==> src/verilog/timebase_pkg.sv <==
// shared constants and carrier types for the pwm time base block
`default_nettype none
package timebase_pkg;

	// ==========================================================
	// widths
	localparam int CNT_W = 16;
	localparam int BLANK_W = 8;
	localparam int NUM_CMP = 4;
	localparam int NUM_ASYNC = 5;

	// ==========================================================
	// clock source, prescaler and blanking mode codes
	localparam logic [1:0] CSRC_SYSOSC = 2'h0;
	localparam logic [1:0] CSRC_FAST = 2'h1;
	localparam logic [1:0] CSRC_EXTPIN = 2'h2;
	localparam logic [1:0] BLANK_IMMED = 2'h1;
	localparam logic [2:0] DIV_RESET = 3'h0;

	// ==========================================================
	// reset values and counter limits
	localparam logic [15:0] COUNTER_RESET = 16'h0000;
	localparam logic [15:0] COUNTER_MAX = 16'hFFFF;
	localparam logic [15:0] VALUE_RESET = 16'h0000;
	localparam logic [7:0] BLANK_CNT_RESET = 8'h00;
	localparam logic [3:0] FLAGS_RESET = 4'h0;

	// ==========================================================
	// byte select codes for the value write port
	localparam logic [2:0] VSEL_PERIOD_LOW = 3'h0;
	localparam logic [2:0] VSEL_PERIOD_HIGH = 3'h1;
	localparam logic [2:0] VSEL_PHASE_LOW = 3'h2;
	localparam logic [2:0] VSEL_PHASE_HIGH = 3'h3;
	localparam logic [2:0] VSEL_DUTY_LOW = 3'h4;
	localparam logic [2:0] VSEL_DUTY_HIGH = 3'h5;

	// flag bit positions; source bit 0 is the time base match
	localparam int FLAG_OVF = 0;
	localparam int FLAG_PHASE = 1;
	localparam int FLAG_DUTY = 2;
	localparam int FLAG_PERIOD = 3;
	localparam int SRC_TIMEBASE = 0;

	typedef struct packed {
		logic [15:0] period;
		logic [15:0] phase;
		logic [15:0] duty;
	} match_values_t;

	typedef struct packed {
		logic module_enable_bit;
		logic [1:0] clock_source_select;
		logic [1:0] clock_divide_select;
		logic period_async_invert;
		logic falling_async_invert;
		logic [1:0] rising_blank_mode;
		logic [1:0] falling_blank_mode;
		logic [7:0] rising_blank_time;
		logic [7:0] falling_blank_time;
		logic [4:0] rising_blank_sources;
		logic [4:0] falling_blank_sources;
		logic [5:0] period_sources;
		logic [5:0] rising_sources;
		logic [5:0] falling_sources;
		logic [4:0] shutdown_sources;
		logic [3:0] irq_enables;
	} cfg_t;

	typedef enum logic {BLANK_IDLE, BLANK_RUN} blank_state_t;

endpackage
`default_nettype wire

==> src/verilog/pwm_timebase_event_blanking.sv <==
// time base, event sources, flags and input blanking of a pwm controller
// =============================================================
`timescale 1ns/1ps
`default_nettype none
module pwm_timebase_event_blanking
	import timebase_pkg::*;
(
	input wire logic clk_sys_i,
	input wire logic reset_i,
	input wire cfg_t cfg_i,
	input wire logic sleep_i,
	input wire logic fast_osc_i,
	input wire logic ext_clk_i,
	input wire logic external_event_pin_i,
	input wire logic [3:0] comparator_synced_out_i,
	input wire logic value_wr_i,
	input wire logic [2:0] value_sel_i,
	input wire logic [7:0] value_byte_i,
	input wire logic buffer_load_request_i,
	input wire logic [3:0] flag_set_i,
	input wire logic [3:0] flag_clr_i,
	input wire logic summary_clr_i,
	input wire logic timebase_summary_enable_i,
	input wire logic peripheral_global_enable_i,
	input wire logic global_irq_enable_i,
	output logic [15:0] timebase_counter_o,
	output match_values_t staged_values_o,
	output logic buffer_load_request_o,
	output logic period_event_o,
	output logic rising_event_o,
	output logic falling_event_o,
	output logic pwm_active_o,
	output logic shutdown_request_o,
	output logic [1:0] blanking_o,
	output logic [3:0] irq_flags_o,
	output logic timebase_summary_flag_o,
	output logic irq_o
);

	// =========================================================
	// input synchronisers and clock source selection
	logic [2:0] fast_sync_reg, ext_sync_reg;
	logic [1:0] pin_sync_reg;
	logic src_tick, tick;
	logic [2:0] div_cnt_reg, div_mask;

	// pin and foreign clocks pass two flops; bit 2 is only an edge history
	always_ff @(posedge clk_sys_i or posedge reset_i) begin
		if (reset_i) begin
			fast_sync_reg <= 3'h0;
			ext_sync_reg <= 3'h0;
			pin_sync_reg <= 2'h0;
		end else begin
			fast_sync_reg <= {fast_sync_reg[1:0], fast_osc_i};
			ext_sync_reg <= {ext_sync_reg[1:0], ext_clk_i};
			pin_sync_reg <= {pin_sync_reg[0], external_event_pin_i};
		end
	end

	// system source stops in sleep, the fast source keeps going
	always_comb begin
		case (cfg_i.clock_source_select)
			CSRC_SYSOSC: src_tick = !sleep_i;
			CSRC_FAST: src_tick = fast_sync_reg[1] && !fast_sync_reg[2];
			CSRC_EXTPIN: src_tick = ext_sync_reg[1] && !ext_sync_reg[2];
			default: src_tick = 1'b0;
		endcase
		case (cfg_i.clock_divide_select)
			2'h0: div_mask = 3'h0;
			2'h1: div_mask = 3'h1;
			2'h2: div_mask = 3'h3;
			default: div_mask = 3'h7;
		endcase
	end
	assign tick = src_tick && ((div_cnt_reg & div_mask) == div_mask);

	// prescaler free-runs even while disabled so the clock keeps going
	always_ff @(posedge clk_sys_i or posedge reset_i) begin
		if (reset_i) begin
			div_cnt_reg <= DIV_RESET;
		end else if (src_tick) begin
			div_cnt_reg <= div_cnt_reg + 3'h1;
		end
	end

	// =========================================================
	// asynchronous event inputs, polarity and blanking
	logic en;
	logic [15:0] counter_reg;
	match_values_t staged_reg, active_reg;
	logic [4:0] async_raw, blank_mask, per_lvl, rise_lvl, fall_lvl;
	logic [4:0] per_prev_reg, rise_prev_reg, fall_prev_reg;
	logic async_per, async_rise, async_fall;
	logic per_match, ph_match, dc_match;
	logic per_ev, rise_ev, fall_ev, ovf_ev;
	logic rise_done_reg, fall_done_reg, load_pending_reg;
	logic [1:0] blank_on;
	logic [3:0] flags_reg, hw_flags;

	assign en = cfg_i.module_enable_bit;
	assign async_raw = {pin_sync_reg[1], comparator_synced_out_i};
	// blanked inputs are forced inactive after polarity is applied
	assign blank_mask = (blank_on[0] ? cfg_i.rising_blank_sources : 5'h00)
		| (blank_on[1] ? cfg_i.falling_blank_sources : 5'h00);
	assign per_lvl = (async_raw ^ {5{cfg_i.period_async_invert}})
		& ~blank_mask;
	assign rise_lvl = async_raw & ~blank_mask;
	assign fall_lvl = (async_raw ^ {5{cfg_i.falling_async_invert}})
		& ~blank_mask;

	// edge history moves at the module tick; levels never retrigger
	always_ff @(posedge clk_sys_i or posedge reset_i) begin
		if (reset_i) begin
			per_prev_reg <= 5'h00;
			rise_prev_reg <= 5'h00;
			fall_prev_reg <= 5'h00;
		end else if (tick) begin
			per_prev_reg <= per_lvl;
			rise_prev_reg <= rise_lvl;
			fall_prev_reg <= fall_lvl;
		end
	end
	assign async_per = |(per_lvl & ~per_prev_reg
		& cfg_i.period_sources[5:1]);
	assign async_rise = |(rise_lvl & ~rise_prev_reg
		& cfg_i.rising_sources[5:1]);
	assign async_fall = |(fall_lvl & ~fall_prev_reg
		& cfg_i.falling_sources[5:1]);

	// =========================================================
	// synchronous matches and the three events
	assign per_match = tick && en && counter_reg == active_reg.period;
	assign ph_match = tick && en && counter_reg == active_reg.phase;
	assign dc_match = tick && en && counter_reg == active_reg.duty;
	assign per_ev = tick && en && ((per_match
		&& cfg_i.period_sources[SRC_TIMEBASE]) || async_per);
	// a fall in this period blocks any later rise
	assign rise_ev = tick && en && !rise_done_reg && !fall_done_reg
		&& ((ph_match && cfg_i.rising_sources[SRC_TIMEBASE])
		|| async_rise);
	assign fall_ev = tick && en && !fall_done_reg
		&& ((dc_match && cfg_i.falling_sources[SRC_TIMEBASE])
		|| async_fall);
	assign ovf_ev = tick && en && counter_reg == COUNTER_MAX && !per_ev;

	// counter: 0..period then back to zero gives period+1 ticks
	always_ff @(posedge clk_sys_i or posedge reset_i) begin
		if (reset_i) begin
			counter_reg <= COUNTER_RESET;
		end else if (!en) begin
			counter_reg <= COUNTER_RESET;
		end else if (tick) begin
			counter_reg <= per_ev ? COUNTER_RESET
				: counter_reg + 16'h0001;
		end
	end

	// once-per-period bookkeeping and the active drive level
	always_ff @(posedge clk_sys_i or posedge reset_i) begin
		if (reset_i) begin
			rise_done_reg <= 1'b0;
			fall_done_reg <= 1'b0;
			pwm_active_o <= 1'b0;
		end else if (!en) begin
			rise_done_reg <= 1'b0;
			fall_done_reg <= 1'b0;
			pwm_active_o <= 1'b0;
		end else if (tick) begin
			rise_done_reg <= per_ev ? 1'b0 : (rise_done_reg || rise_ev);
			fall_done_reg <= per_ev ? 1'b0 : (fall_done_reg || fall_ev);
			// fall wins over a coincident rise: zero duty
			if (fall_ev) begin
				pwm_active_o <= 1'b0;
			end else if (rise_ev) begin
				pwm_active_o <= 1'b1;
			end
		end
	end

	// one-cycle event pulses and level shutdown request
	always_ff @(posedge clk_sys_i or posedge reset_i) begin
		if (reset_i) begin
			period_event_o <= 1'b0;
			rising_event_o <= 1'b0;
			falling_event_o <= 1'b0;
			shutdown_request_o <= 1'b0;
		end else begin
			period_event_o <= per_ev;
			rising_event_o <= rise_ev;
			falling_event_o <= fall_ev;
			shutdown_request_o <= en && |(async_raw & ~blank_mask
				& cfg_i.shutdown_sources);
		end
	end

	// =========================================================
	// blanking counters, one per edge
	genvar gi;
	generate
		for (gi = 0; gi < 2; gi++) begin : g_blank
			blank_state_t state_reg;
			logic [7:0] cnt_reg, btime;
			logic start, immed;
			assign start = gi == 0 ? rise_ev : fall_ev;
			assign btime = gi == 0 ? cfg_i.rising_blank_time
				: cfg_i.falling_blank_time;
			assign immed = (gi == 0 ? cfg_i.rising_blank_mode
				: cfg_i.falling_blank_mode) == BLANK_IMMED;
			assign blank_on[gi] = state_reg == BLANK_RUN;
			always_ff @(posedge clk_sys_i or posedge reset_i) begin
				if (reset_i) begin
					state_reg <= BLANK_IDLE;
					cnt_reg <= BLANK_CNT_RESET;
				end else if (!en || !immed) begin
					state_reg <= BLANK_IDLE;
					cnt_reg <= BLANK_CNT_RESET;
				end else if (start) begin
					state_reg <= BLANK_RUN;
					cnt_reg <= BLANK_CNT_RESET;
				end else if (tick) begin
					case (state_reg)
						BLANK_RUN: begin
							if (cnt_reg == btime) begin
								state_reg <= BLANK_IDLE;
							end else begin
								cnt_reg <= cnt_reg + 8'h01;
							end
						end
						default: state_reg <= BLANK_IDLE;
					endcase
				end
			end
		end
	endgenerate

	always_ff @(posedge clk_sys_i or posedge reset_i) begin
		if (reset_i) begin
			blanking_o <= 2'h0;
		end else begin
			blanking_o <= blank_on;
		end
	end

	// =========================================================
	// staged byte registers and double buffer transfer
	always_ff @(posedge clk_sys_i or posedge reset_i) begin
		if (reset_i) begin
			staged_reg <= {VALUE_RESET, VALUE_RESET, VALUE_RESET};
		end else if (value_wr_i) begin
			case (value_sel_i)
				VSEL_PERIOD_LOW: staged_reg.period[7:0] <= value_byte_i;
				VSEL_PERIOD_HIGH: staged_reg.period[15:8] <= value_byte_i;
				VSEL_PHASE_LOW: staged_reg.phase[7:0] <= value_byte_i;
				VSEL_PHASE_HIGH: staged_reg.phase[15:8] <= value_byte_i;
				VSEL_DUTY_LOW: staged_reg.duty[7:0] <= value_byte_i;
				VSEL_DUTY_HIGH: staged_reg.duty[15:8] <= value_byte_i;
				default: staged_reg <= staged_reg;
			endcase
		end
	end
	assign staged_values_o = staged_reg;

	// a new request in the transfer cycle stays pending
	always_ff @(posedge clk_sys_i or posedge reset_i) begin
		if (reset_i) begin
			load_pending_reg <= 1'b0;
			active_reg <= {VALUE_RESET, VALUE_RESET, VALUE_RESET};
		end else begin
			if (buffer_load_request_i) begin
				load_pending_reg <= 1'b1;
			end else if (per_ev && load_pending_reg) begin
				load_pending_reg <= 1'b0;
			end
			if (per_ev && load_pending_reg) begin
				active_reg <= staged_reg;
			end
		end
	end
	assign buffer_load_request_o = load_pending_reg;
	assign timebase_counter_o = counter_reg;

	// =========================================================
	// interrupt flags, summary and gated request
	assign hw_flags = {per_match, dc_match, ph_match, ovf_ev};

	// set beats a same-cycle clear; disabling wipes local flags only
	always_ff @(posedge clk_sys_i or posedge reset_i) begin
		if (reset_i) begin
			flags_reg <= FLAGS_RESET;
		end else if (!en) begin
			flags_reg <= FLAGS_RESET;
		end else begin
			flags_reg <= (flags_reg & ~flag_clr_i) | hw_flags
				| flag_set_i;
		end
	end
	assign irq_flags_o = flags_reg;

	// summary re-arms while any enabled local flag is still set
	always_ff @(posedge clk_sys_i or posedge reset_i) begin
		if (reset_i) begin
			timebase_summary_flag_o <= 1'b0;
			irq_o <= 1'b0;
		end else begin
			if (|(flags_reg & cfg_i.irq_enables)) begin
				timebase_summary_flag_o <= 1'b1;
			end else if (summary_clr_i) begin
				timebase_summary_flag_o <= 1'b0;
			end
			irq_o <= timebase_summary_flag_o && timebase_summary_enable_i
				&& peripheral_global_enable_i
				&& global_irq_enable_i;
		end
	end
endmodule
`default_nettype wire

==> config.mk <==
export PLATFORM = sky130hd
export DESIGN_NAME = pwm_timebase_event_blanking
export DESIGN_NICKNAME = d
export VERILOG_FILES = /design/src/verilog/timebase_pkg.sv /design/src/verilog/pwm_timebase_event_blanking.sv
export SDC_FILE = /design/constraint.sdc
export NUM_CORES = 1
export LEC_CHECK = 0
export CORE_MARGIN = 1.5
export CORE_UTILIZATION = 25
export CTS_CLUSTER_SIZE = 14
export DETAILED_ROUTE_END_ITERATION = 10
export DONT_BUFFER_PORTS = 1
export GPL_TIMING_DRIVEN = 0
export MAX_ROUTING_LAYER = met4
export PLACE_DENSITY = 0.44
export SKIP_LAST_GASP = 1
export SYNTH_ARGS = -nofsm -noshare
export SYNTH_HDL_FRONTEND = slang
export SYNTH_SLANG_ARGS = --single-unit
==> constraint.sdc <==
create_clock -name clk_sys_i -period 11.18 [get_ports clk_sys_i]
set_clock_uncertainty 0.2 [all_clocks]
set_input_delay 1.677 -clock clk_sys_i [delete_from_list [all_inputs] [get_ports clk_sys_i]]
set_output_delay 1.677 -clock clk_sys_i [all_outputs]
set_load 0.05 [all_outputs]
==> summary.txt, run 1 <==
Run status
  • Status: complete, no violations

STA
  • Final hold violation count: 0
  • Hold slack: 149 ps
  • Count of final max-slew check failures: 0
  • Setup violations, final: 0
  • Post-route setup TNS: 0 ps
  • Maximum clock rate: 244 MHz
  • Post-route minimum period: 4100 ps
  • Relative slew slack: 19.6%
  • Final period util: 36.7%
  • Slew @ Worst Pin: 1200 ps
  • RSZ-0062 raised after global routing: no

Global routing
  • First-pass GRT wire length: 36300 um
  • GRT overflow: 0
  • Gr usage total: 15.2%
  • Largest net degree at the start of global routing: 105
  • Vias in the first global route: 5532
  • Initial antenna violation count: 0

Worst setup path
  • Reg2reg end: active_reg[14]
  • CP Capture Type: flop
  • CP Launch Type: flop
  • Crit path launch: timebase_counter_o[3]
  • Req. time, crit path: 11310 ps
  • Crit path DAT: 4230 ps
  • CP Capture Point: active_reg[14]
  • Critical R2R Launch: timebase_counter_o[3]
  • Crit-path max FO: 10
  • Flop2flop setup slack: 7080 ps
  • Cells on worst reg2reg path: 9
  • Critical path type: flop to flop

Yosys
  • Mapped Area: 0.00816 mm2
  • Synth top area share: 52.7%
  • Synth top area cells: dfrtp_1, mux2_2, xnor2_1
  • Syn Nets: 803
  • Synth warnings: 0
  • EDFF count, synth: 0
  • Yosys cell types: 68
  • FFs w/ async S/R, synth: 100%
  • Post-Synthesis Cells: 700
  • FF+latch count, synth: 172
  • Register area share after synthesis: 52.7%
  • Main synth FF type: dfrtp_1
  • Synth area leader: dfrtp_1
  • Mapped Avg Cell Area: 11.7 um2

Die
  • Die area: 0.0337 mm2
  • Ports: 177
  • Core ar.: 0.0319 mm2
  • Initial Util: 25.6%
  • FP Rows: 65
  • DIE WIDTH: 184 um
  • Die Ht: 184 um

Clock tree
  • H-tree depth: 4
  • Hold-fix buffers, CTS: 0
  • CTS tree: done
  • Worst-Skew Late Latency: 440 ps
  • Clock-pin slew on the worst setup and hold paths: 70 ps
  • Clk sinks: 172
  • Post-CTS Setup Repair Bufs: 0
  • CTS Buf Count: 17
  • Maximum clock path buffer count: 2
  • CTS resizes: 0
  • Root Driver: clkbuf_16

Drt
  • Vias per cell: 4.62
  • 1st-pass router iterations: 4
  • DR WL/cell: 20.6 um
  • DRC Markers: 0
  • Antenna-violating nets left: 0
  • Vias: 5405
  • Detailed Route WL: 24100 um
  • Iter 0 DRT Violations: 294

Placed design
  • PortBufs: 0
  • Placed inst area: 0.00875 mm2
  • GP Congestion: 0.798
  • DP HPWL: 17800 um

Power and ir drop
  • Internal: 0.00133 W
  • VDD IR max: 0.000109 V
  • Net Sw Frac: 34.8%
  • Pwr dens: 217 mW/mm2
  • Combinational group share of total power: 16.9%
  • Leakage: 3.93 nW
  • Switching Power: 0.000708 W
  • Sequential power share: 51.9%
  • Clock power share: 31.2%

Hold path
  • Min-Delay Path Class: flop to flop
  • Hold depth: 0

Layout
  • Design Area, Final: 0.00937 mm2
  • Number of diodes: 0
  • Nets: 824
  • Area growth syn-to-layout: 14.8%
  • Most common cell after layout, fill and taps aside: dfrtp_1
  • Share of cells above drive strength 1: 19.2%
  • Most frequent cells in the layout: dfrtp_1, mux2_2, nand2_1

Flow run
  • MaxCap Viol Count: 0
[power by group through the flow]
stage / registers [W] / clock network (W) / logic, W
6_report: 0.00106 / 0.000635 / 0.000344
5_1_grt: 0.00108 / 0.000681 / 0.000391
4_1_cts: 0.00106 / 0.000653 / 0.000351
3_5_place_dp: 0.00108 / 0 / 0.000350
3_3_place_gp: 0.00107 / 0 / 0.000340
2_1_floorplan: 0.00103 / 0 / 0.000287
[worst min path at each step]
stage                           from  slack, ps          endpoint
global placement    fast_sync_reg[0]        130  fast_sync_reg[1]
floorplan            ext_sync_reg[0]        130   ext_sync_reg[1]
global route         pin_sync_reg[0]        160   pin_sync_reg[1]
CTS                  ext_sync_reg[0]        150   ext_sync_reg[1]
finish              fast_sync_reg[0]        150  fast_sync_reg[1]
detailed placement   ext_sync_reg[0]        140   ext_sync_reg[1]
[worst max-delay path: stages, from the launching register on]
cell and delay [ps]:
dfrtp_1 670, clkbuf_1 550, xor2_1 160, nor4_1 360, nand4_1 270, o2111ai_1 690, and3_1 380, buf_6 200
buf_6 170, mux2_2 340
[metrics by stage]
stage	total power [W]	worst slack [ps]	util, %	cells
after floorplan	0.00131	4640	-	700
after global placement	0.00141	2160	27.3	1135
after detailed placement	0.00143	6770	27.4	1136
after CTS	0.00207	6890	29.4	1168
after global routing	0.00216	6750	29.4	1169
final	0.00204	7080	29.4	1169
[synth_stat cells, types with 3 or more instances]
cell type,n
dfrtp_1,172
mux2_2,79
nand2_1,57
xnor2_1,53
xor2_1,39
nor2_1,33
clkbuf_1,21
inv_1,19
nand4_1,19
nor3_1,18
mux2_1,17
nand3_1,17
o21ai_0,16
nor4_1,14
buf_2,10
nor2b_1,7
nor3b_1,6
a21o_1,5
a22o_1,5
a22oi_1,5
nand2b_1,5
o21a_1,5
a21oi_1,4
and3_1,4
ha_1,4
o311ai_0,4
a211oi_1,3
and2_1,3
buf_4,3
buf_6,3
o31ai_1,3
o32ai_1,3
or2_2,3
[layout make-up]
| type | instances | area, um2 |
|---|---|---|
| timing repair buffer | 2 | 35.0 |
| clock buffer | 20 | 447 |
| buffer | 37 | 185 |
| multi-input combinational | 471 | 3600 |
| sequential | 172 | 4300 |
| tap | 435 | 544 |
| fill | 3377 | 22500 |
| clock inverter | 12 | 170 |
| inverter | 20 | 82.6 |
[layer usage]
metal  global-route usage (%)  vias to the layer above  part of all wire (%)
met2                     23.0                      181                    45
li1                         -                     2522                     -
met1                     19.5                     2697                    46
met3                     5.59                        5                   8.4
met4                     2.89                        0                  0.53
met5                        -                        -                     0
[kinds of logic after synthesis]
family | count (synthesis) | share of synthesized area, %
AO/OA/AOI/OAI | 80 | 7.97
XOR/XNOR | 92 | 9.87
adder cells (fa/ha/maj) | 4 | 0.613
buffers and inverters | 57 | 3.19
flip-flops | 172 | 52.7
multiplexers | 98 | 13.5
AND/OR/NAND/NOR | 197 | 12.2
(Power assumes the default switching activity.)
==> run 2: changes to the inputs <==
Clock period 11.18 ns to 3.8 ns, I/O delays scaled along.
==> summary.txt, run 2 (same netlist as run 1, synthesis figures left out) <==
Run status
  • Status: complete, no violations (unchanged)

Power and ir drop
  • Clock power share: 29.4% (was 31.2%)
  • Pwr dens: 621 mW/mm2 (was 217 mW/mm2)
  • Leakage: 3.97 nW (was 3.93 nW)
  • Combinational group share of total power: 17.7% (was 16.9%)
  • Sequential power share: 53.0% (was 51.9%)
  • Net Sw Frac: 35.7% (was 34.8%)
  • VDD IR max: 0.000322 V (was 0.000109 V)
  • Internal: 0.00379 W (was 0.00133 W)
  • Switching Power: 0.00210 W (was 0.000708 W)

Layout
  • Most frequent cells in the layout: dfrtp_1, mux2_2, nand2_1 (unchanged)
  • Most common cell after layout, fill and taps aside: dfrtp_1 (unchanged)
  • Share of cells above drive strength 1: 21.6% (was 19.2%)
  • Final non-filler cell total: 1176 (was 1169)
  • Util after Layout: 29.8% (was 29.4%)
  • Number of diodes: 0 (unchanged)
  • Area growth syn-to-layout: 16.2% (was 14.8%)
  • Nets: 832 (was 824)

STA
  • Post-route setup TNS: 0 ps (unchanged)
  • Hold slack: 34.2 ps (was 149 ps)
  • Setup violations, final: 0 (unchanged)
  • Final hold violation count: 0 (unchanged)
  • Count of final max-slew check failures: 0 (unchanged)
  • Slew @ Worst Pin: 1190 ps (was 1200 ps)
  • Maximum clock rate: 280 MHz (was 244 MHz)
  • Setup WS post-layout: 225 ps (was 7080 ps)
  • Final period util: 94.1% (was 36.7%)
  • Relative slew slack: 19.9% (was 19.6%)
  • Post-route minimum period: 3570 ps (was 4100 ps)
  • RSZ-0062 raised after global routing: no (unchanged)

Die
  • Ports: 177 (unchanged)
  • Core ar.: 0.0319 mm2 (unchanged)
  • FP Rows: 65 (unchanged)
  • Initial Util: 25.6% (unchanged)
  • Die area: 0.0337 mm2 (unchanged)
  • Die Ht: 184 um (unchanged)
  • DIE WIDTH: 184 um (unchanged)

Global routing
  • GRT overflow: 0 (unchanged)
  • Initial antenna violation count: 0 (unchanged)
  • Vias in the first global route: 5666 (was 5532)
  • Gr usage total: 15.4% (was 15.2%)
  • Largest net degree at the start of global routing: 34 (was 105)
  • First-pass GRT wire length: 36800 um (was 36300 um)

Worst setup path
  • Critical path type: flop to flop (unchanged)
  • Crit-path max FO: 10 (unchanged)
  • Critical R2R Launch: timebase_counter_o[2] (was timebase_counter_o[3])
  • Crit path launch: timebase_counter_o[2] (was timebase_counter_o[3])
  • Cell mode on critical path: buf_6 (unchanged)
  • CP Capture Point: active_reg[14] (unchanged)
  • Crit path depth: 9 (unchanged)
  • CP Capture Type: flop (unchanged)
  • Cells on worst reg2reg path: 9 (unchanged)
  • CP Launch Type: flop (unchanged)
  • Slowest stage delay, CP: 680 ps (was 690 ps)
  • Worst path bufs/invs: 3 (unchanged)
  • Reg2reg end: active_reg[14] (unchanged)
  • Crit-path cells: buf_2, xor2_1, nor4_1, nand4_1, o2111ai_4, and3_1, buf_6, buf_6, mux2_2 (was clkbuf_1, xor2_1, nor4_1, nand4_1, o2111ai_1, and3_1, buf_6, buf_6, mux2_2)
  • CP top delay family: simple AND/OR/NAND/NOR gates (unchanged)
  • Req. time, crit path: 3920 ps (was 11310 ps)
  • Crit path DAT: 3690 ps (was 4230 ps)
  • Flop2flop setup slack: 230 ps (was 7080 ps)
  • Slowest-stage cell, CP: dfrtp_1 (was o2111ai_1)

Flow run
  • MaxCap Viol Count: 0 (unchanged)

Placed design
  • Place WS: -352 ps (was 6770 ps)
  • DP HPWL: 18500 um (was 17800 um)
  • GP Congestion: 0.789 (was 0.798)
  • Placed Instances: 1141 (was 1136)
  • PortBufs: 0 (unchanged)

Clock tree
  • CTS Buf Count: 17 (unchanged)
  • CTS tree: done (unchanged)
  • Root Driver: clkbuf_16 (unchanged)
  • Worst-Skew Late Latency: 430 ps (was 440 ps)
  • H-tree depth: 4 (unchanged)
  • Clk sinks: 172 (unchanged)
  • Clock-pin slew on the worst setup and hold paths: 70 ps (about the same)
  • Maximum clock path buffer count: 2 (unchanged)

Drt
  • Vias per cell: 4.67 (was 4.62)
  • DR WL/cell: 20.6 um (about the same)
  • 1st-pass router iterations: 4 (unchanged)
  • DRC Markers: 0 (unchanged)
  • Detailed Route WL: 24200 um (was 24100 um)
  • Antenna-violating nets left: 0 (unchanged)
  • Vias: 5492 (was 5405)
  • Iter 0 DRT Violations: 304 (was 294)

Hold path
  • Min-Delay Path Class: input pin to flop (was flop to flop)
==> run 2: area by class of cell <==
cell class	instances	area, um2
Buffer	37	193
Clock buffer	18	439
Clock inverter	13	130
Fill cell	3333	22400
Inverter	20	78.8
Multi-Input combinational cell	471	3630
Sequential cell	172	4310
Tap cell	435	544
Timing Repair Buffer	10	160
==> run 2: worst min-delay path by stage <==
stage,startpoint,endpoint,cells after the start
finish,buffer_load_request_i,buffer_load_request_o,1
global route,buffer_load_request_i,buffer_load_request_o,1
detailed placement,ext_sync_reg[0],ext_sync_reg[1],0
floorplan,ext_sync_reg[0],ext_sync_reg[1],0
CTS,buffer_load_request_i,buffer_load_request_o,1
global placement,pin_sync_reg[0],pin_sync_reg[1],0
==> run 2: repair_timing <==
| action | CTS | global route |
|---|---|---|
| endpoints found under the setup margin | 80 | 38 |
| hold buffers | 4 | 0 |
| resized for setup | 9 | 7 |
| hold endpoints to repair | 24 | 0 |
| pin swaps | 0 | 0 |
| setup buffers | 0 | 0 |
==> run 2: metal layers <==
layer | part of all wire (%) | global-route usage [%] | vias to the layer above | routed length, um
li1 | - | - | 2548 | -
met4 | 0.69 | 3.48 | 0 | 167
met1 | 46 | 20.6 | 2724 | 11100
met3 | 8.2 | 4.60 | 12 | 1980
met5 | 0 | - | - | 0
met2 | 45 | 22.9 | 208 | 11000
==> run 2: per-stage QoR <==
stage / area (um2) / total power (W)
global placement: 8710 / 0.00416
global route: 9490 / 0.00624
floorplan: 8170 / 0.00386
CTS: 9460 / 0.00597
finish: 9490 / 0.00589
detailed placement: 8840 / 0.00421
==> run 2: power by group through the flow <==
stage	clock, W	sequential (W)	combinational, W
2_1_floorplan	0	0.00302	0.000846
3_3_place_gp	0	0.00317	0.000997
3_5_place_dp	0	0.00318	0.00103
4_1_cts	0.00179	0.00314	0.00105
5_1_grt	0.00187	0.00320	0.00117
6_report	0.00173	0.00312	0.00104
==> run 3: changes to the inputs <==
Settings changed: RECOVER_POWER set to 100.
==> summary.txt, run 3 (same netlist as run 1, synthesis figures left out) <==
Clock tree
  • CTS tree: done (unchanged)
  • Post-CTS Setup Repair Bufs: 0 (unchanged)
  • Clock-pin slew on the worst setup and hold paths: 70 ps (about the same)
  • Clk sinks: 172 (unchanged)
  • Worst-Skew Late Latency: 440 ps (was 430 ps)
  • Maximum clock path buffer count: 2 (unchanged)
  • H-tree depth: 4 (unchanged)
  • Root Driver: clkbuf_16 (unchanged)
  • CTS Buf Count: 17 (unchanged)

Layout
  • Nets: 832 (unchanged)
  • Share of cells above drive strength 1: 20.6% (was 21.6%)
  • Util after Layout: 29.5% (was 29.8%)
  • Most common cell after layout, fill and taps aside: dfrtp_1 (unchanged)
  • Area growth syn-to-layout: 15.2% (was 16.2%)
  • Number of diodes: 0 (unchanged)
  • Most frequent cells in the layout: dfrtp_1, mux2_2, nand2_1 (unchanged)

Power and ir drop
  • Pwr dens: 625 mW/mm2 (was 621 mW/mm2)
  • Leakage: 3.94 nW (was 3.97 nW)
  • VDD IR max: 0.000323 V (was 0.000322 V)

STA
  • Slew @ Worst Pin: 1590 ps (was 1190 ps)
  • Maximum clock rate: 280 MHz (about the same)
  • Post-route minimum period: 3580 ps (was 3570 ps)
  • Relative slew slack: -6.03% (was 19.9%)
  • Setup violations, final: 0 (unchanged)
  • Hold slack: 33.0 ps (was 34.2 ps)
  • Count of final max-slew check failures: 35 (was 0)
  • Final period util: 94.1% (about the same)
  • RSZ-0062 raised after global routing: no (unchanged)
  • Final hold violation count: 0 (unchanged)

Die
  • Initial Util: 25.6% (unchanged)
  • Ports: 177 (unchanged)
  • Die area: 0.0337 mm2 (unchanged)
  • Core ar.: 0.0319 mm2 (unchanged)
  • Die Ht: 184 um (unchanged)
  • FP Rows: 65 (unchanged)
  • DIE WIDTH: 184 um (unchanged)

Placed design
  • DP HPWL: 18500 um (unchanged)
  • PortBufs: 0 (unchanged)
  • GP Congestion: 0.789 (unchanged)

Worst setup path
  • Crit-path cells: buf_2, xor2_1, nor4_1, nand4_1, o2111ai_4, and3_1, buf_6, buf_6, mux2_2 (unchanged)
  • CP Launch Type: flop (unchanged)
  • Cell mode on critical path: buf_6 (unchanged)
  • Slowest stage delay, CP: 680 ps (about the same)
  • CP Capture Type: flop (unchanged)
  • Critical path type: flop to flop (unchanged)
  • Slowest-stage cell, CP: dfrtp_1 (unchanged)
  • Crit path DAT: 3700 ps (was 3690 ps)
  • Crit path launch: timebase_counter_o[2] (unchanged)
  • Req. time, crit path: 3920 ps (about the same)
  • Crit-path max FO: 10 (unchanged)
  • Critical R2R Launch: timebase_counter_o[2] (unchanged)

Hold path
  • Min-Delay Path Class: input pin to flop (unchanged)
  • Hold Path Origin: buffer_load_request_i (unchanged)

Drt
  • Detailed Route WL: 24300 um (was 24200 um)
  • 1st-pass router iterations: 4 (unchanged)
  • Vias per cell: 4.69 (was 4.67)
  • DR WL/cell: 20.7 um (was 20.6 um)
  • DRC Markers: 0 (unchanged)
  • Iter 0 DRT Violations: 290 (was 304)
  • Antenna-violating nets left: 0 (unchanged)
  • Vias: 5514 (was 5492)

Global routing
  • Vias in the first global route: 5666 (unchanged)
  • Gr usage total: 15.4% (unchanged)
  • Largest net degree at the start of global routing: 34 (unchanged)
  • First-pass GRT wire length: 36800 um (unchanged)
  • GRT overflow: 0 (unchanged)
  • Initial antenna violation count: 0 (unchanged)

Flow run
  • MaxCap Viol Count: 2 (was 0)

Run status
  • Status: complete, but fails checks (was complete, no violations)
  • Failing checks: max-capacitance violations, max-slew violations
## run 3: worst paths after layout
path	cells after the start	endpoint	slack, ps
max reg2reg	9	active_reg[17]	220
min in group asynchronous	2	staged_values_o[29]	600
min reg2reg	0	ext_sync_reg[1]	150
min	1	buffer_load_request_o	30
max	9	active_reg[17]	220
max in group asynchronous	5	active_reg[9]	610
## run 3: per-stage QoR
stage / area (um2) / cells / total power, W / TNS (ps) / setup slack [ps]
6_report: 9410 / 1176 / 0.00588 / 0 / 223
3_3_place_gp: 8710 / 1135 / 0.00416 / -90230 / -457
2_1_floorplan: 8170 / 700 / 0.00386 / 0 / 831
3_5_place_dp: 8840 / 1141 / 0.00421 / -14410 / -352
4_1_cts: 9460 / 1176 / 0.00597 / 0 / 23.1
5_1_grt: 9410 / 1176 / 0.00623 / 0 / 23.4
## run 3: metal layers
metal / part of all wire, % / vias up / track usage, %
met4: 0.64 / 0 / 3.48
met1: 47 / 2757 / 20.6
li1: - / 2544 / -
met5: 0 / - / -
met3: 7.6 / 11 / 4.60
met2: 45 / 202 / 22.9
## run 3: critical path: cells and delay by family, from the launching register on
kind,cells,cell delay (ps)
simple gates,3,960
mux,1,340
xor+xnor,1,110
compound gates,1,410
buf+inv,3,760
flops,1,680
## run 3: repair_timing
item	CTS	global route
endpoints found under the setup margin	80	38
hold buffers	4	0
resized for setup	9	7
hold endpoints to repair	24	0
## run 3: layout make-up
type / instances / area [um2]
fill: 3346 / 22500
sequential: 172 / 4310
multi-input combinational: 471 / 3620
tap: 435 / 544
clock buffer: 18 / 439
buffer: 37 / 184
clock inverter: 13 / 130
timing repair buffer: 10 / 103
inverter: 20 / 76.3
## run 3: power by group
part / switching [W] / internal (W)
clock network: 0.000796 / 0.000934
logic: 0.000471 / 0.000559
registers: 0.000835 / 0.00229
total: 0.00210 / 0.00378
